==> src/tacc_pkg.sv <==
// constants and state encoding shared by the tape adapter channel control block
package tacc_pkg;

  // data format
  localparam int WORD_W = 30; // computer channel word width
  localparam int CHAR_W = 6; // information bits per character
  localparam int TCHAR_W = 7; // tape character, parity on top
  localparam int CHARS_PER_WORD = 5; // characters packed in one word
  localparam int BLK_WORDS = 24; // words in one blockette
  localparam int BLK_CHARS = BLK_WORDS * CHARS_PER_WORD; // 120 tape lines
  localparam int UNITS = 7; // magnetic_tape_unit count
  localparam int COND_W = 4; // special status lines per unit
  localparam int INSTR_W = 4; // tape instruction lines
  localparam int CMD_W = 15; // used command word bits

  // command word fields
  localparam int CMD_ADDR_LSB = 0; // one bit per unit address, several may be set, bits 0..6
  localparam int CMD_XOUT_BIT = 7; // transfer data out
  localparam int CMD_XIN_BIT = 8; // transfer data in
  localparam int CMD_INSTR_LSB = 9; // tape instruction, bits 9..12
  localparam int CMD_SSR_BIT = 13; // special status request
  localparam int CMD_MCLR_BIT = 14; // master clear

  // status word fields
  localparam int ST_READY_LSB = 0; // unit ready flags, bits 0..6
  localparam int ST_COND_LSB = 7; // special status lines, bits 7..10
  localparam int ST_SSR_BIT = 14; // special status reply

  // index walk limits
  localparam logic [4:0] WIX_FIRST = 5'h00; // word 0
  localparam logic [4:0] WIX_LAST = 5'h17; // word 23
  localparam logic [4:0] WIX_END = 5'h18; // one past word 23
  localparam logic [2:0] CIX_TOP = 3'h4; // character 4
  localparam logic [2:0] CIX_BOT = 3'h0; // character 0

  // buffering
  localparam int FIFO_DEPTH = 16; // words of elastic storage
  localparam int FIFO_MARGIN = 2; // room kept for the registered ready

  // command sequencer states
  typedef enum logic [2:0] {
    ST_IDLE = 3'b000,
    ST_FILL = 3'b001,
    ST_SEND = 3'b010,
    ST_RECV = 3'b011,
    ST_DRAIN = 3'b100,
    ST_DONE = 3'b101
  } tacc_state_e;

endpackage

==> src/tacc_fifo.sv <==
// parameterised word fifo with valid/ready on both sides
`timescale 1ns/10ps
`default_nettype none
module tacc_fifo #(
  parameter int WIDTH = 30,
  parameter int DEPTH = 16
) (
  input wire logic clk_i,
  input wire logic reset_n_i,
  input wire logic flush_i,
  input wire logic wr_valid_i,
  output logic wr_ready_o,
  input wire logic [WIDTH-1:0] wr_data_i,
  output logic rd_valid_o,
  input wire logic rd_ready_i,
  output logic [WIDTH-1:0] rd_data_o,
  output logic [$clog2(DEPTH):0] count_o
);
  // pointers wrap naturally, so depth must be a power of two
  localparam int AW = $clog2(DEPTH);
  localparam logic [AW:0] FULL_CNT = (AW+1)'(DEPTH);

  logic [WIDTH-1:0] mem [DEPTH]; // storage flops
  logic [WIDTH-1:0] next_mem [DEPTH];
  logic [AW-1:0] wptr; // next slot to write
  logic [AW-1:0] rptr; // oldest slot
  logic [AW:0] count; // words held
  logic [AW-1:0] next_wptr;
  logic [AW-1:0] next_rptr;
  logic [AW:0] next_count;
  logic do_wr;
  logic do_rd;

  // honest flags straight from the count
  assign wr_ready_o = (count != FULL_CNT);
  assign rd_valid_o = (count != '0);
  assign rd_data_o = mem[rptr];
  assign count_o = count;

  // next pointers, count and storage
  always_comb begin
    do_wr = wr_valid_i & wr_ready_o;
    do_rd = rd_valid_o & rd_ready_i;
    next_mem = mem;
    next_wptr = wptr + AW'(do_wr);
    next_rptr = rptr + AW'(do_rd);
    next_count = count + (AW+1)'(do_wr) - (AW+1)'(do_rd);
    if (do_wr) begin
      next_mem[wptr] = wr_data_i;
    end
    if (flush_i) begin
      // flush drops everything held, a write in the same cycle included
      next_wptr = '0;
      next_rptr = '0;
      next_count = '0;
    end
  end

  // register only
  always_ff @(posedge clk_i) begin
    if (!reset_n_i) begin
      wptr <= '0;
      rptr <= '0;
      count <= '0;
      for (int i = 0; i < DEPTH; i++) begin
        mem[i] <= '0;
      end
    end else begin
      wptr <= next_wptr;
      rptr <= next_rptr;
      count <= next_count;
      mem <= next_mem;
    end
  end
endmodule
`default_nettype wire

==> src/tacc_top.sv <==
// tape_system_adapter control channel, blockette format and tape data sequencing
`timescale 1ns/10ps
`default_nettype none
module tacc_top
  import tacc_pkg::*;
#(
  parameter int DEPTH = FIFO_DEPTH
) (
  input wire logic clk_i,
  input wire logic reset_n_i,
  // control channel from the computer, asynchronous pins
  input wire logic ctl_output_ready_i,
  input wire logic [WORD_W-1:0] ctl_cmd_word_i,
  output logic ctl_output_resume_o,
  input wire logic ctl_input_ready_i,
  output logic [WORD_W-1:0] ctl_status_word_o,
  output logic ctl_input_resume_o,
  // data channel, computer to adapter
  input wire logic dout_valid_i,
  input wire logic [WORD_W-1:0] dout_word_i,
  output logic dout_ready_o,
  // data channel, adapter to computer
  output logic din_valid_o,
  output logic [WORD_W-1:0] din_word_o,
  input wire logic din_ready_i,
  // tape unit instruction lines
  output logic [UNITS-1:0] tape_unit_select_o,
  output logic [INSTR_W-1:0] tape_instr_o,
  output logic tape_instr_strobe_o,
  input wire logic [UNITS-1:0] tape_ready_i,
  input wire logic [UNITS*COND_W-1:0] tape_cond_i,
  // tape character streams
  output logic tape_char_valid_o,
  output logic [TCHAR_W-1:0] tape_char_o,
  input wire logic tape_char_ready_i,
  input wire logic tape_char_valid_i,
  input wire logic [TCHAR_W-1:0] tape_char_i,
  output logic tape_char_ready_o,
  output logic busy_o
);
  localparam int SYNC_W = 2 + UNITS + UNITS * COND_W + CMD_W;
  localparam int FAW = $clog2(DEPTH);
  localparam logic [FAW:0] FILL_LIMIT = (FAW+1)'(DEPTH - FIFO_MARGIN);

  // pick one character out of a packed word
  function automatic logic [CHAR_W-1:0] char_of(input logic [WORD_W-1:0] w, input logic [2:0] idx);
    char_of = w[CHAR_W*idx +: CHAR_W];
  endfunction

  // prepend odd parity so the seven bits hold an odd count of ones
  function automatic logic [TCHAR_W-1:0] with_parity(input logic [CHAR_W-1:0] c);
    with_parity = {~^c, c};
  endfunction

  // or together the condition lines of every addressed unit
  function automatic logic [COND_W-1:0] pick_cond(input logic [UNITS-1:0] addr,
                                                   input logic [UNITS*COND_W-1:0] cond);
    pick_cond = '0;
    for (int u = 0; u < UNITS; u++) begin
      if (addr[u]) begin
        pick_cond = pick_cond | cond[u*COND_W +: COND_W];
      end
    end
  endfunction

  // two-stage synchroniser for the control channel, unit ready and condition inputs
  logic [SYNC_W-1:0] sync_meta; // first stage, read only by sync_hold
  logic [SYNC_W-1:0] sync_hold; // second stage, safe to use
  logic prev_out_rdy; // edge detect history
  logic prev_in_rdy;
  logic s_out_rdy;
  logic s_in_rdy;
  logic [UNITS-1:0] s_ready;
  logic [UNITS*COND_W-1:0] s_cond;
  logic [CMD_W-1:0] s_cmd;

  assign s_out_rdy = sync_hold[0];
  assign s_in_rdy = sync_hold[1];
  assign s_ready = sync_hold[2 +: UNITS];
  assign s_cond = sync_hold[2+UNITS +: UNITS*COND_W];
  assign s_cmd = sync_hold[2+UNITS+UNITS*COND_W +: CMD_W];

  // synchroniser and edge history flops
  always_ff @(posedge clk_i) begin
    if (!reset_n_i) begin
      sync_meta <= '0;
      sync_hold <= '0;
      prev_out_rdy <= 1'b0;
      prev_in_rdy <= 1'b0;
    end else begin
      sync_meta <= {ctl_cmd_word_i[CMD_W-1:0], tape_cond_i, tape_ready_i, ctl_input_ready_i, ctl_output_ready_i};
      sync_hold <= sync_meta;
      prev_out_rdy <= s_out_rdy;
      prev_in_rdy <= s_in_rdy;
    end
  end

  // sequencer and datapath state
  tacc_state_e state, next_state;
  logic busy, next_busy; // adapter not available
  logic [4:0] wix, next_wix; // word index into the blockette store
  logic [2:0] cix, next_cix; // character index within the word
  logic [4:0] acc, next_acc; // words accepted from the computer
  logic [WORD_W-1:0] store [BLK_WORDS]; // whole blockette, needed to reverse order
  logic [WORD_W-1:0] next_store [BLK_WORDS];
  logic [COND_W-1:0] spec_bits, next_spec_bits; // latched condition lines
  logic spec_valid, next_spec_valid; // last command was a status request
  logic out_resume, next_out_resume;
  logic in_resume, next_in_resume;
  logic [WORD_W-1:0] status_word, next_status_word;
  logic [UNITS-1:0] unit_sel, next_unit_sel;
  logic [INSTR_W-1:0] instr, next_instr;
  logic instr_strobe, next_instr_strobe;
  logic tc_valid, next_tc_valid;
  logic [TCHAR_W-1:0] tc_data, next_tc_data;
  logic tc_ready, next_tc_ready;
  logic dr_ready, next_dr_ready;
  logic di_valid, next_di_valid;
  logic [WORD_W-1:0] di_word, next_di_word;

  // fifo hookup
  logic f_flush;
  logic f_wr_valid;
  logic f_wr_ready;
  logic [WORD_W-1:0] f_wr_data;
  logic f_rd_valid;
  logic f_rd_ready;
  logic [WORD_W-1:0] f_rd_data;
  logic [FAW:0] f_count;
  logic out_edge;
  logic in_edge;
  logic tc_take;
  logic rc_take;

  // elastic buffer on the computer side; drains into the store on writes
  // and fills from the store on reads, so a stalled computer really backs it up
  tacc_fifo #(.WIDTH(WORD_W), .DEPTH(DEPTH)) u_fifo (
    .clk_i(clk_i),
    .reset_n_i(reset_n_i),
    .flush_i(f_flush),
    .wr_valid_i(f_wr_valid),
    .wr_ready_o(f_wr_ready),
    .wr_data_i(f_wr_data),
    .rd_valid_o(f_rd_valid),
    .rd_ready_i(f_rd_ready),
    .rd_data_o(f_rd_data),
    .count_o(f_count)
  );

  // next-state logic for the whole sequencer
  always_comb begin
    next_state = state;
    next_busy = busy;
    next_wix = wix;
    next_cix = cix;
    next_acc = acc;
    next_store = store;
    next_spec_bits = spec_bits;
    next_spec_valid = spec_valid;
    next_status_word = status_word;
    next_unit_sel = unit_sel;
    next_instr = instr;
    next_instr_strobe = 1'b0;
    next_tc_valid = tc_valid;
    next_tc_data = tc_data;
    next_tc_ready = tc_ready;
    next_di_valid = di_valid;
    next_di_word = di_word;
    f_flush = 1'b0;
    f_wr_valid = 1'b0;
    f_wr_data = '0;
    f_rd_ready = 1'b0;
    out_edge = s_out_rdy & ~prev_out_rdy;
    in_edge = s_in_rdy & ~prev_in_rdy;
    tc_take = tc_valid & tape_char_ready_i;
    rc_take = tape_char_valid_i & tc_ready;

    // fifo steering by phase
    if (state == ST_FILL) begin
      f_wr_valid = dout_valid_i & dr_ready; // margin keeps wr_ready high here
      f_wr_data = dout_word_i;
      f_rd_ready = 1'b1;
    end else if (state == ST_DRAIN) begin
      f_wr_valid = (wix != WIX_END);
      f_wr_data = store[wix];
      f_rd_ready = ~di_valid | din_ready_i;
    end

    case (state)
      ST_IDLE: begin
        // a command edge while busy never reaches here, so it is dropped
        if (out_edge && !busy) begin
          next_busy = 1'b1;
          if (s_cmd[CMD_MCLR_BIT]) begin
            // master clear clears spec_valid and di_valid, flushes the fifo and reports done
            next_spec_valid = 1'b0;
            next_di_valid = 1'b0;
            f_flush = 1'b1;
            next_state = ST_DONE;
          end else if (s_cmd[CMD_SSR_BIT]) begin
            // latch conditions only; no tape line or data path moves
            next_spec_bits = pick_cond(s_cmd[CMD_ADDR_LSB +: UNITS], s_cond);
            next_spec_valid = 1'b1;
            next_state = ST_DONE;
          end else begin
            // field layout of the command word
            next_spec_valid = 1'b0;
            next_unit_sel = s_cmd[CMD_ADDR_LSB +: UNITS]; // several units allowed
            next_instr = s_cmd[CMD_INSTR_LSB +: INSTR_W];
            next_instr_strobe = 1'b1;
            if (s_cmd[CMD_XOUT_BIT]) begin
              next_acc = WIX_FIRST;
              next_wix = WIX_FIRST;
              next_state = ST_FILL;
            end else if (s_cmd[CMD_XIN_BIT]) begin
              next_wix = WIX_LAST; // first tape line lands at word 23 char 4
              next_cix = CIX_TOP;
              next_tc_ready = 1'b1;
              next_state = ST_RECV;
            end else begin
              next_state = ST_DONE; // no data moves, resume at once
            end
          end
        end
      end
      ST_FILL: begin
        // computer sends word 0 first; exactly 24 words are taken
        if (dout_valid_i && dr_ready) begin
          next_acc = acc + 5'h01;
        end
        if (f_rd_valid) begin
          next_store[wix] = f_rd_data;
          if (wix == WIX_LAST) begin
            next_wix = WIX_LAST;
            next_cix = CIX_TOP;
            next_tc_valid = 1'b1;
            next_tc_data = with_parity(char_of(f_rd_data, CIX_TOP));
            next_state = ST_SEND;
          end else begin
            next_wix = wix + 5'h01;
          end
        end
      end
      ST_SEND: begin
        // walk down characters, then words, to word 0 char 0
        if (tc_take) begin
          if (wix == WIX_FIRST && cix == CIX_BOT) begin
            next_tc_valid = 1'b0;
            next_state = ST_DONE; // blockette is in the unit buffer
          end else if (cix == CIX_BOT) begin
            next_wix = wix - 5'h01;
            next_cix = CIX_TOP;
            next_tc_data = with_parity(char_of(store[wix - 5'h01], CIX_TOP));
          end else begin
            next_cix = cix - 3'h1;
            next_tc_data = with_parity(char_of(store[wix], cix - 3'h1));
          end
        end
      end
      ST_RECV: begin
        // parity is dropped, six information bits are kept
        if (rc_take) begin
          next_store[wix][CHAR_W*cix +: CHAR_W] = tape_char_i[CHAR_W-1:0];
          if (wix == WIX_FIRST && cix == CIX_BOT) begin
            next_tc_ready = 1'b0; // 120 lines taken, no more
            next_wix = WIX_FIRST;
            next_state = ST_DRAIN;
          end else if (cix == CIX_BOT) begin
            next_wix = wix - 5'h01;
            next_cix = CIX_TOP;
          end else begin
            next_cix = cix - 3'h1;
          end
        end
      end
      ST_DRAIN: begin
        // hand words 0..23 to the computer through the fifo
        if (f_wr_valid && f_wr_ready) begin
          next_wix = wix + 5'h01;
        end
        if (wix == WIX_END && !f_rd_valid && !di_valid) begin
          next_state = ST_DONE;
        end
      end
      ST_DONE: begin
        next_busy = 1'b0; // available again as resume goes out
        next_state = ST_IDLE;
      end
      default: begin
        next_state = ST_IDLE;
      end
    endcase

    // registered ready towards the computer; margin covers the one-cycle lag
    next_dr_ready = (next_state == ST_FILL) && (next_acc != WIX_END) && (f_count < FILL_LIMIT);

    // output stage towards the computer
    if (f_rd_ready && f_rd_valid && state == ST_DRAIN) begin
      next_di_valid = 1'b1;
      next_di_word = f_rd_data;
    end else if (din_ready_i) begin
      next_di_valid = 1'b0;
    end

    // output resume: raised on completion, held until output ready drops
    if (state == ST_DONE) begin
      next_out_resume = 1'b1;
    end else if (!s_out_rdy) begin
      next_out_resume = 1'b0;
    end else begin
      next_out_resume = out_resume;
    end

    // status fetch answered at any time, held until input ready drops
    if (in_edge) begin
      next_status_word = '0;
      next_status_word[ST_READY_LSB +: UNITS] = s_ready;
      if (spec_valid) begin
        next_status_word[ST_COND_LSB +: COND_W] = spec_bits;
        next_status_word[ST_SSR_BIT] = 1'b1;
      end
      next_in_resume = 1'b1;
    end else if (!s_in_rdy) begin
      next_in_resume = 1'b0;
    end else begin
      next_in_resume = in_resume;
    end
  end

  // register only
  always_ff @(posedge clk_i) begin
    if (!reset_n_i) begin
      state <= ST_IDLE;
      busy <= 1'b0;
      wix <= WIX_FIRST;
      cix <= CIX_BOT;
      acc <= WIX_FIRST;
      spec_bits <= '0;
      spec_valid <= 1'b0;
      out_resume <= 1'b0;
      in_resume <= 1'b0;
      status_word <= '0;
      unit_sel <= '0;
      instr <= '0;
      instr_strobe <= 1'b0;
      tc_valid <= 1'b0;
      tc_data <= '0;
      tc_ready <= 1'b0;
      dr_ready <= 1'b0;
      di_valid <= 1'b0;
      di_word <= '0;
      for (int i = 0; i < BLK_WORDS; i++) begin
        store[i] <= '0;
      end
    end else begin
      state <= next_state;
      busy <= next_busy;
      wix <= next_wix;
      cix <= next_cix;
      acc <= next_acc;
      spec_bits <= next_spec_bits;
      spec_valid <= next_spec_valid;
      out_resume <= next_out_resume;
      in_resume <= next_in_resume;
      status_word <= next_status_word;
      unit_sel <= next_unit_sel;
      instr <= next_instr;
      instr_strobe <= next_instr_strobe;
      tc_valid <= next_tc_valid;
      tc_data <= next_tc_data;
      tc_ready <= next_tc_ready;
      dr_ready <= next_dr_ready;
      di_valid <= next_di_valid;
      di_word <= next_di_word;
      store <= next_store;
    end
  end

  // every output straight from a flop
  assign ctl_output_resume_o = out_resume;
  assign ctl_input_resume_o = in_resume;
  assign ctl_status_word_o = status_word;
  assign dout_ready_o = dr_ready;
  assign din_valid_o = di_valid;
  assign din_word_o = di_word;
  assign tape_unit_select_o = unit_sel;
  assign tape_instr_o = instr;
  assign tape_instr_strobe_o = instr_strobe;
  assign tape_char_valid_o = tc_valid;
  assign tape_char_o = tc_data;
  assign tape_char_ready_o = tc_ready;
  assign busy_o = busy;
endmodule
`default_nettype wire

==> config.mk <==
export PLATFORM = sky130hd
export DESIGN_NAME = tacc_top
export DESIGN_NICKNAME = d
export VERILOG_FILES = /design/src/tacc_pkg.sv /design/src/tacc_fifo.sv /design/src/tacc_top.sv
export SDC_FILE = /design/constraint.sdc
export NUM_CORES = 2
export LEC_CHECK = 0
export ABC_AREA = 0
export BUFFER_PORTS_ARGS = -buffer_cell sky130_fd_sc_hd__buf_2
export CORE_ASPECT_RATIO = 0.7
export CORE_MARGIN = 5
export CORE_UTILIZATION = 50
export CTS_CLUSTER_DIAMETER = 80
export DETAILED_ROUTE_END_ITERATION = 10
export PLACE_DENSITY = 0.72
export SLEW_MARGIN = 20
export SYNTH_ARGS = -nofsm -noshare
export SYNTH_HDL_FRONTEND = slang
export SYNTH_SLANG_ARGS = --single-unit
export TNS_END_PERCENT = 30
==> constraint.sdc <==
create_clock -name clk_i -period 5.57 [get_ports clk_i]
set_clock_uncertainty 0.2 [all_clocks]
set_input_delay 1.114 -clock clk_i [delete_from_list [all_inputs] [get_ports clk_i]]
set_output_delay 1.114 -clock clk_i [all_outputs]
set_load 0.05 [all_outputs]
==> impl_results.md <==
- First-pass GRT wire length: between 300000 and 400000 um
- Status: completed
- Reg-to-reg startpoint: wix[4]
- # fillers: between 10000 and 15000
- NumNets Final: about 6400
- CP startpoint: wix[4]
- Peak VDD IR: roughly 260 uV
- Worst path required time: 6010 ps
- Share of cells above drive strength 1: 0.185
- Worst Setup EP: tape_char_o[6]
- CP bufs+invs: 0
- Crit path cell chain: nand2b_1 -> o21ai_0 -> o21ai_0 -> a41oi_1 -> xor3_1 -> xnor3_1 -> a2111oi_2
- Max_cap viols: 0
- Port-buffer cells: about 160
- Final period utilization: 0.853
- R2R Path End: tape_char_o[6]
- Post-CTS setup buffer count: 0
- GR Overflow Total: 0
- Hold path depth: 1
- CP Launch Type: flop
- Most repeated library cell on the critical path: o21ai_0
- Power density cells: 313 mW/mm2
- Routed Wire Length: around 200000 um
- GRT met3 Usage: 0.0885
- Slew of the pin with the lowest slew margin: between 1000 and 1500 ps
- DR iter-0 viols: around 7600
- CTS tree: built
- # setup viols final: 0
- CTS buffer count: roughly 120
- Clk slew on worst S/H paths: ~70 ps
- Post-CTS Hold Buffers: 0
- # IOs: 196
- Crit Path Class: reg -> reg
- Post-synthesis cell count: about 6400
- Worst reg-to-reg setup slack: roughly 820 ps
- Insertion delay to the later sink of the worst-skew pair: 770 ps
- Hpwl dp: approximately 130000 um
- Leakage power: approximately 24 nW
- Slew Limit Headroom: 0.206
- Gr busiest metal: met1
- Synthesis-stage register bit count: 1408
- Initial Util: 0.502
- CP max stage delay: approximately 950 ps
- Placeable Area: around 0.12 mm2
- Row count: about 110
- Sequential share of the synthesized area: 0.453
- Crit-path max FO: 28
- Hold crit path type: reg -> reg
- Post-CTS resize count: 0
- Clock tree buffer depth: 3
- DRT Pass-1 Iters: 6
- Syn avg cell area: between 9 and 10 um2
- DRC Markers: 0
- Slew Viols, Final: 0
- Initial antenna violation count: 14
- Clock Sinks: 1408
- Clk root buf: clkbuf_16
- Area grow syn2layout: 10.0%
- GR met2 Demand/Resource: 0.410
- R2R cell count: 7
- Largest net degree at the start of global routing: between 200 and 250
- Synth warn: 0
- Placer Congestion: around 0.96
- Total GRT Usage: 0.291
- Vias in the first global route: 48700
- Stages on worst setup path: 7
- Via count: between 50000 and 60000
- Arr. time, crit path: ~5200 ps
- Crit. End Element: flop
- Synth Cell Area: between 0.06 and 0.07 mm2
- Post-synth EDFFs: 0
- Chip Width: between 400 and 500 um
- DP Worst Slack: between 800 and 900 ps
- Unrepaired setup endpoints after global routing: false
- Top FF cell, synth: dfxtp_1
- Final Hold Fails: 0
- Post-DRT Antenna Nets: 0
- Top delay family on crit path: compound AO/OA/AOI/OAI gates
- Tmin final: 4750 ps
- Setup TNS: 0 ps
- Die Height: 305 um
- FFs w/ async S/R, synth: 0
- Met1 GRT Util: 0.420
- Vias per cell: 6.52
- WL per Instance: between 20 and 25 um
- CTS H-Tree Depth: 3
- Die area: roughly 0.13 mm2
- Slowest cell on crit path: dfxtp_2
- Post-synth cell types: slightly above 90
- Max Freq: approximately 210 MHz
- Final WS setup: a little over 800 ps
==> cell type report <==
type                       instances  area [um2]  share of cell area
antenna                           13        32.5            0.000476
clock buffer                     171        3490              0.0510
clock inverter                    47         583             0.00852
inverter                          19        78.8             0.00115
multi-input combinational       4363       31400               0.458
sequential                      1408       28200               0.412
tap                             1650        2060              0.0302
timing repair buffer             355        2600              0.0380
==> through the flow <==
step            util  hold WS, ps  instance area, um2  std cells  power [mW]
6_report       0.553          228               68400       8026        21.4
3_3_place_gp   0.519          214               64300       7791        12.7
4_1_cts        0.552          230               68400       8012        21.4
5_1_grt        0.552          245               68400       8017        22.0
3_5_place_dp   0.519          217               64300       7794        12.7
2_1_floorplan      -          212               62200       6444        12.0
==> report_power, final <==
| part | leakage, nW | internal, mW | switching, mW |
|---|---|---|---|
| clock network | 2.01 | 4.91 | 3.93 |
| logic | 10.2 | 0.702 | 1.52 |
| registers | 11.4 | 10.2 | 0.137 |
| total | 23.5 | 15.8 | 5.59 |
==> worst reg2reg max path: cells and delay by family (launching register included) <==
kind	cells	cell delay, ps
flip-flops	1	950
AND/OR/NAND/NOR	1	760
AO/OA/AOI/OAI	4	2230
XOR/XNOR	2	530
==> kinds of logic after synthesis <==
family / share of synthesized area
and+or+nand+nor: 0.145
AOI/OAI and AO/OA: 0.196
adders and majority gates: 0.00547
DFF: 0.453
buffers and inverters: 0.0486
xor gates and xnor gates: 0.00545
muxes: 0.146
other: 0.0000603
==> flip-flops by register name (all words and copies together), names as in the netlist, 5 cells and up <==
register,cells
u_fifo.count_o,5
sync_hold,52
wix,5
acc,5
u_fifo.mem,480
tape_char_o,7
sync_meta,52
tape_unit_select_o,7
store,720
ctl_status_word_o,12
din_word_o,30
==> worst min path at each step <==
stage / start / endpoint / slack, ps
final: sync_meta[17] / sync_hold[17] / 230
after global routing: sync_meta[48] / sync_hold[48] / 240
after CTS: sync_meta[17] / sync_hold[17] / 230
after detailed placement: sync_meta[13] / sync_hold[13] / 220
after global placement: sync_meta[40] / sync_hold[40] / 210
after floorplan: sync_meta[0] / sync_hold[0] / 210
==> cells in the mapped netlist (all sizes together) (47+ instances only) <==
master	count	share of area
nand3	47	0.0039
a211oi	731	0.088
dfxtp	1408	0.45
nor2	1332	0.080
buf	191	0.019
nor3	228	0.019
clkbuf	463	0.028
mux4	331	0.12
o21ai	213	0.017
o221a	204	0.037
mux2i	143	0.023
a21oi	294	0.024
nand2	277	0.017
and2	128	0.013
==> layout by cell type (no fill, tap or decap), drive strengths merged, types with 172 or more instances in the layout <==
| cell type | netlist | routed |
|---|---|---|
| a211oi | 731 | 731 |
| a21oi | 294 | 294 |
| buf | 191 | 354 |
| clkbuf | 463 | 172 |
| dfxtp | 1408 | 1408 |
| mux4 | 331 | 331 |
| nand2 | 277 | 277 |
| nor2 | 1332 | 1332 |
| nor3 | 228 | 228 |
| o21ai | 213 | 213 |
| o221a | 204 | 204 |
==> routing by layer <==
layer	vias up	part of all wire
met5	-	0.00029
met4	8	0.042
met3	528	0.13
met2	3126	0.41
met1	25300	0.42
li1	23300	-
(Power assumes the default switching activity.)
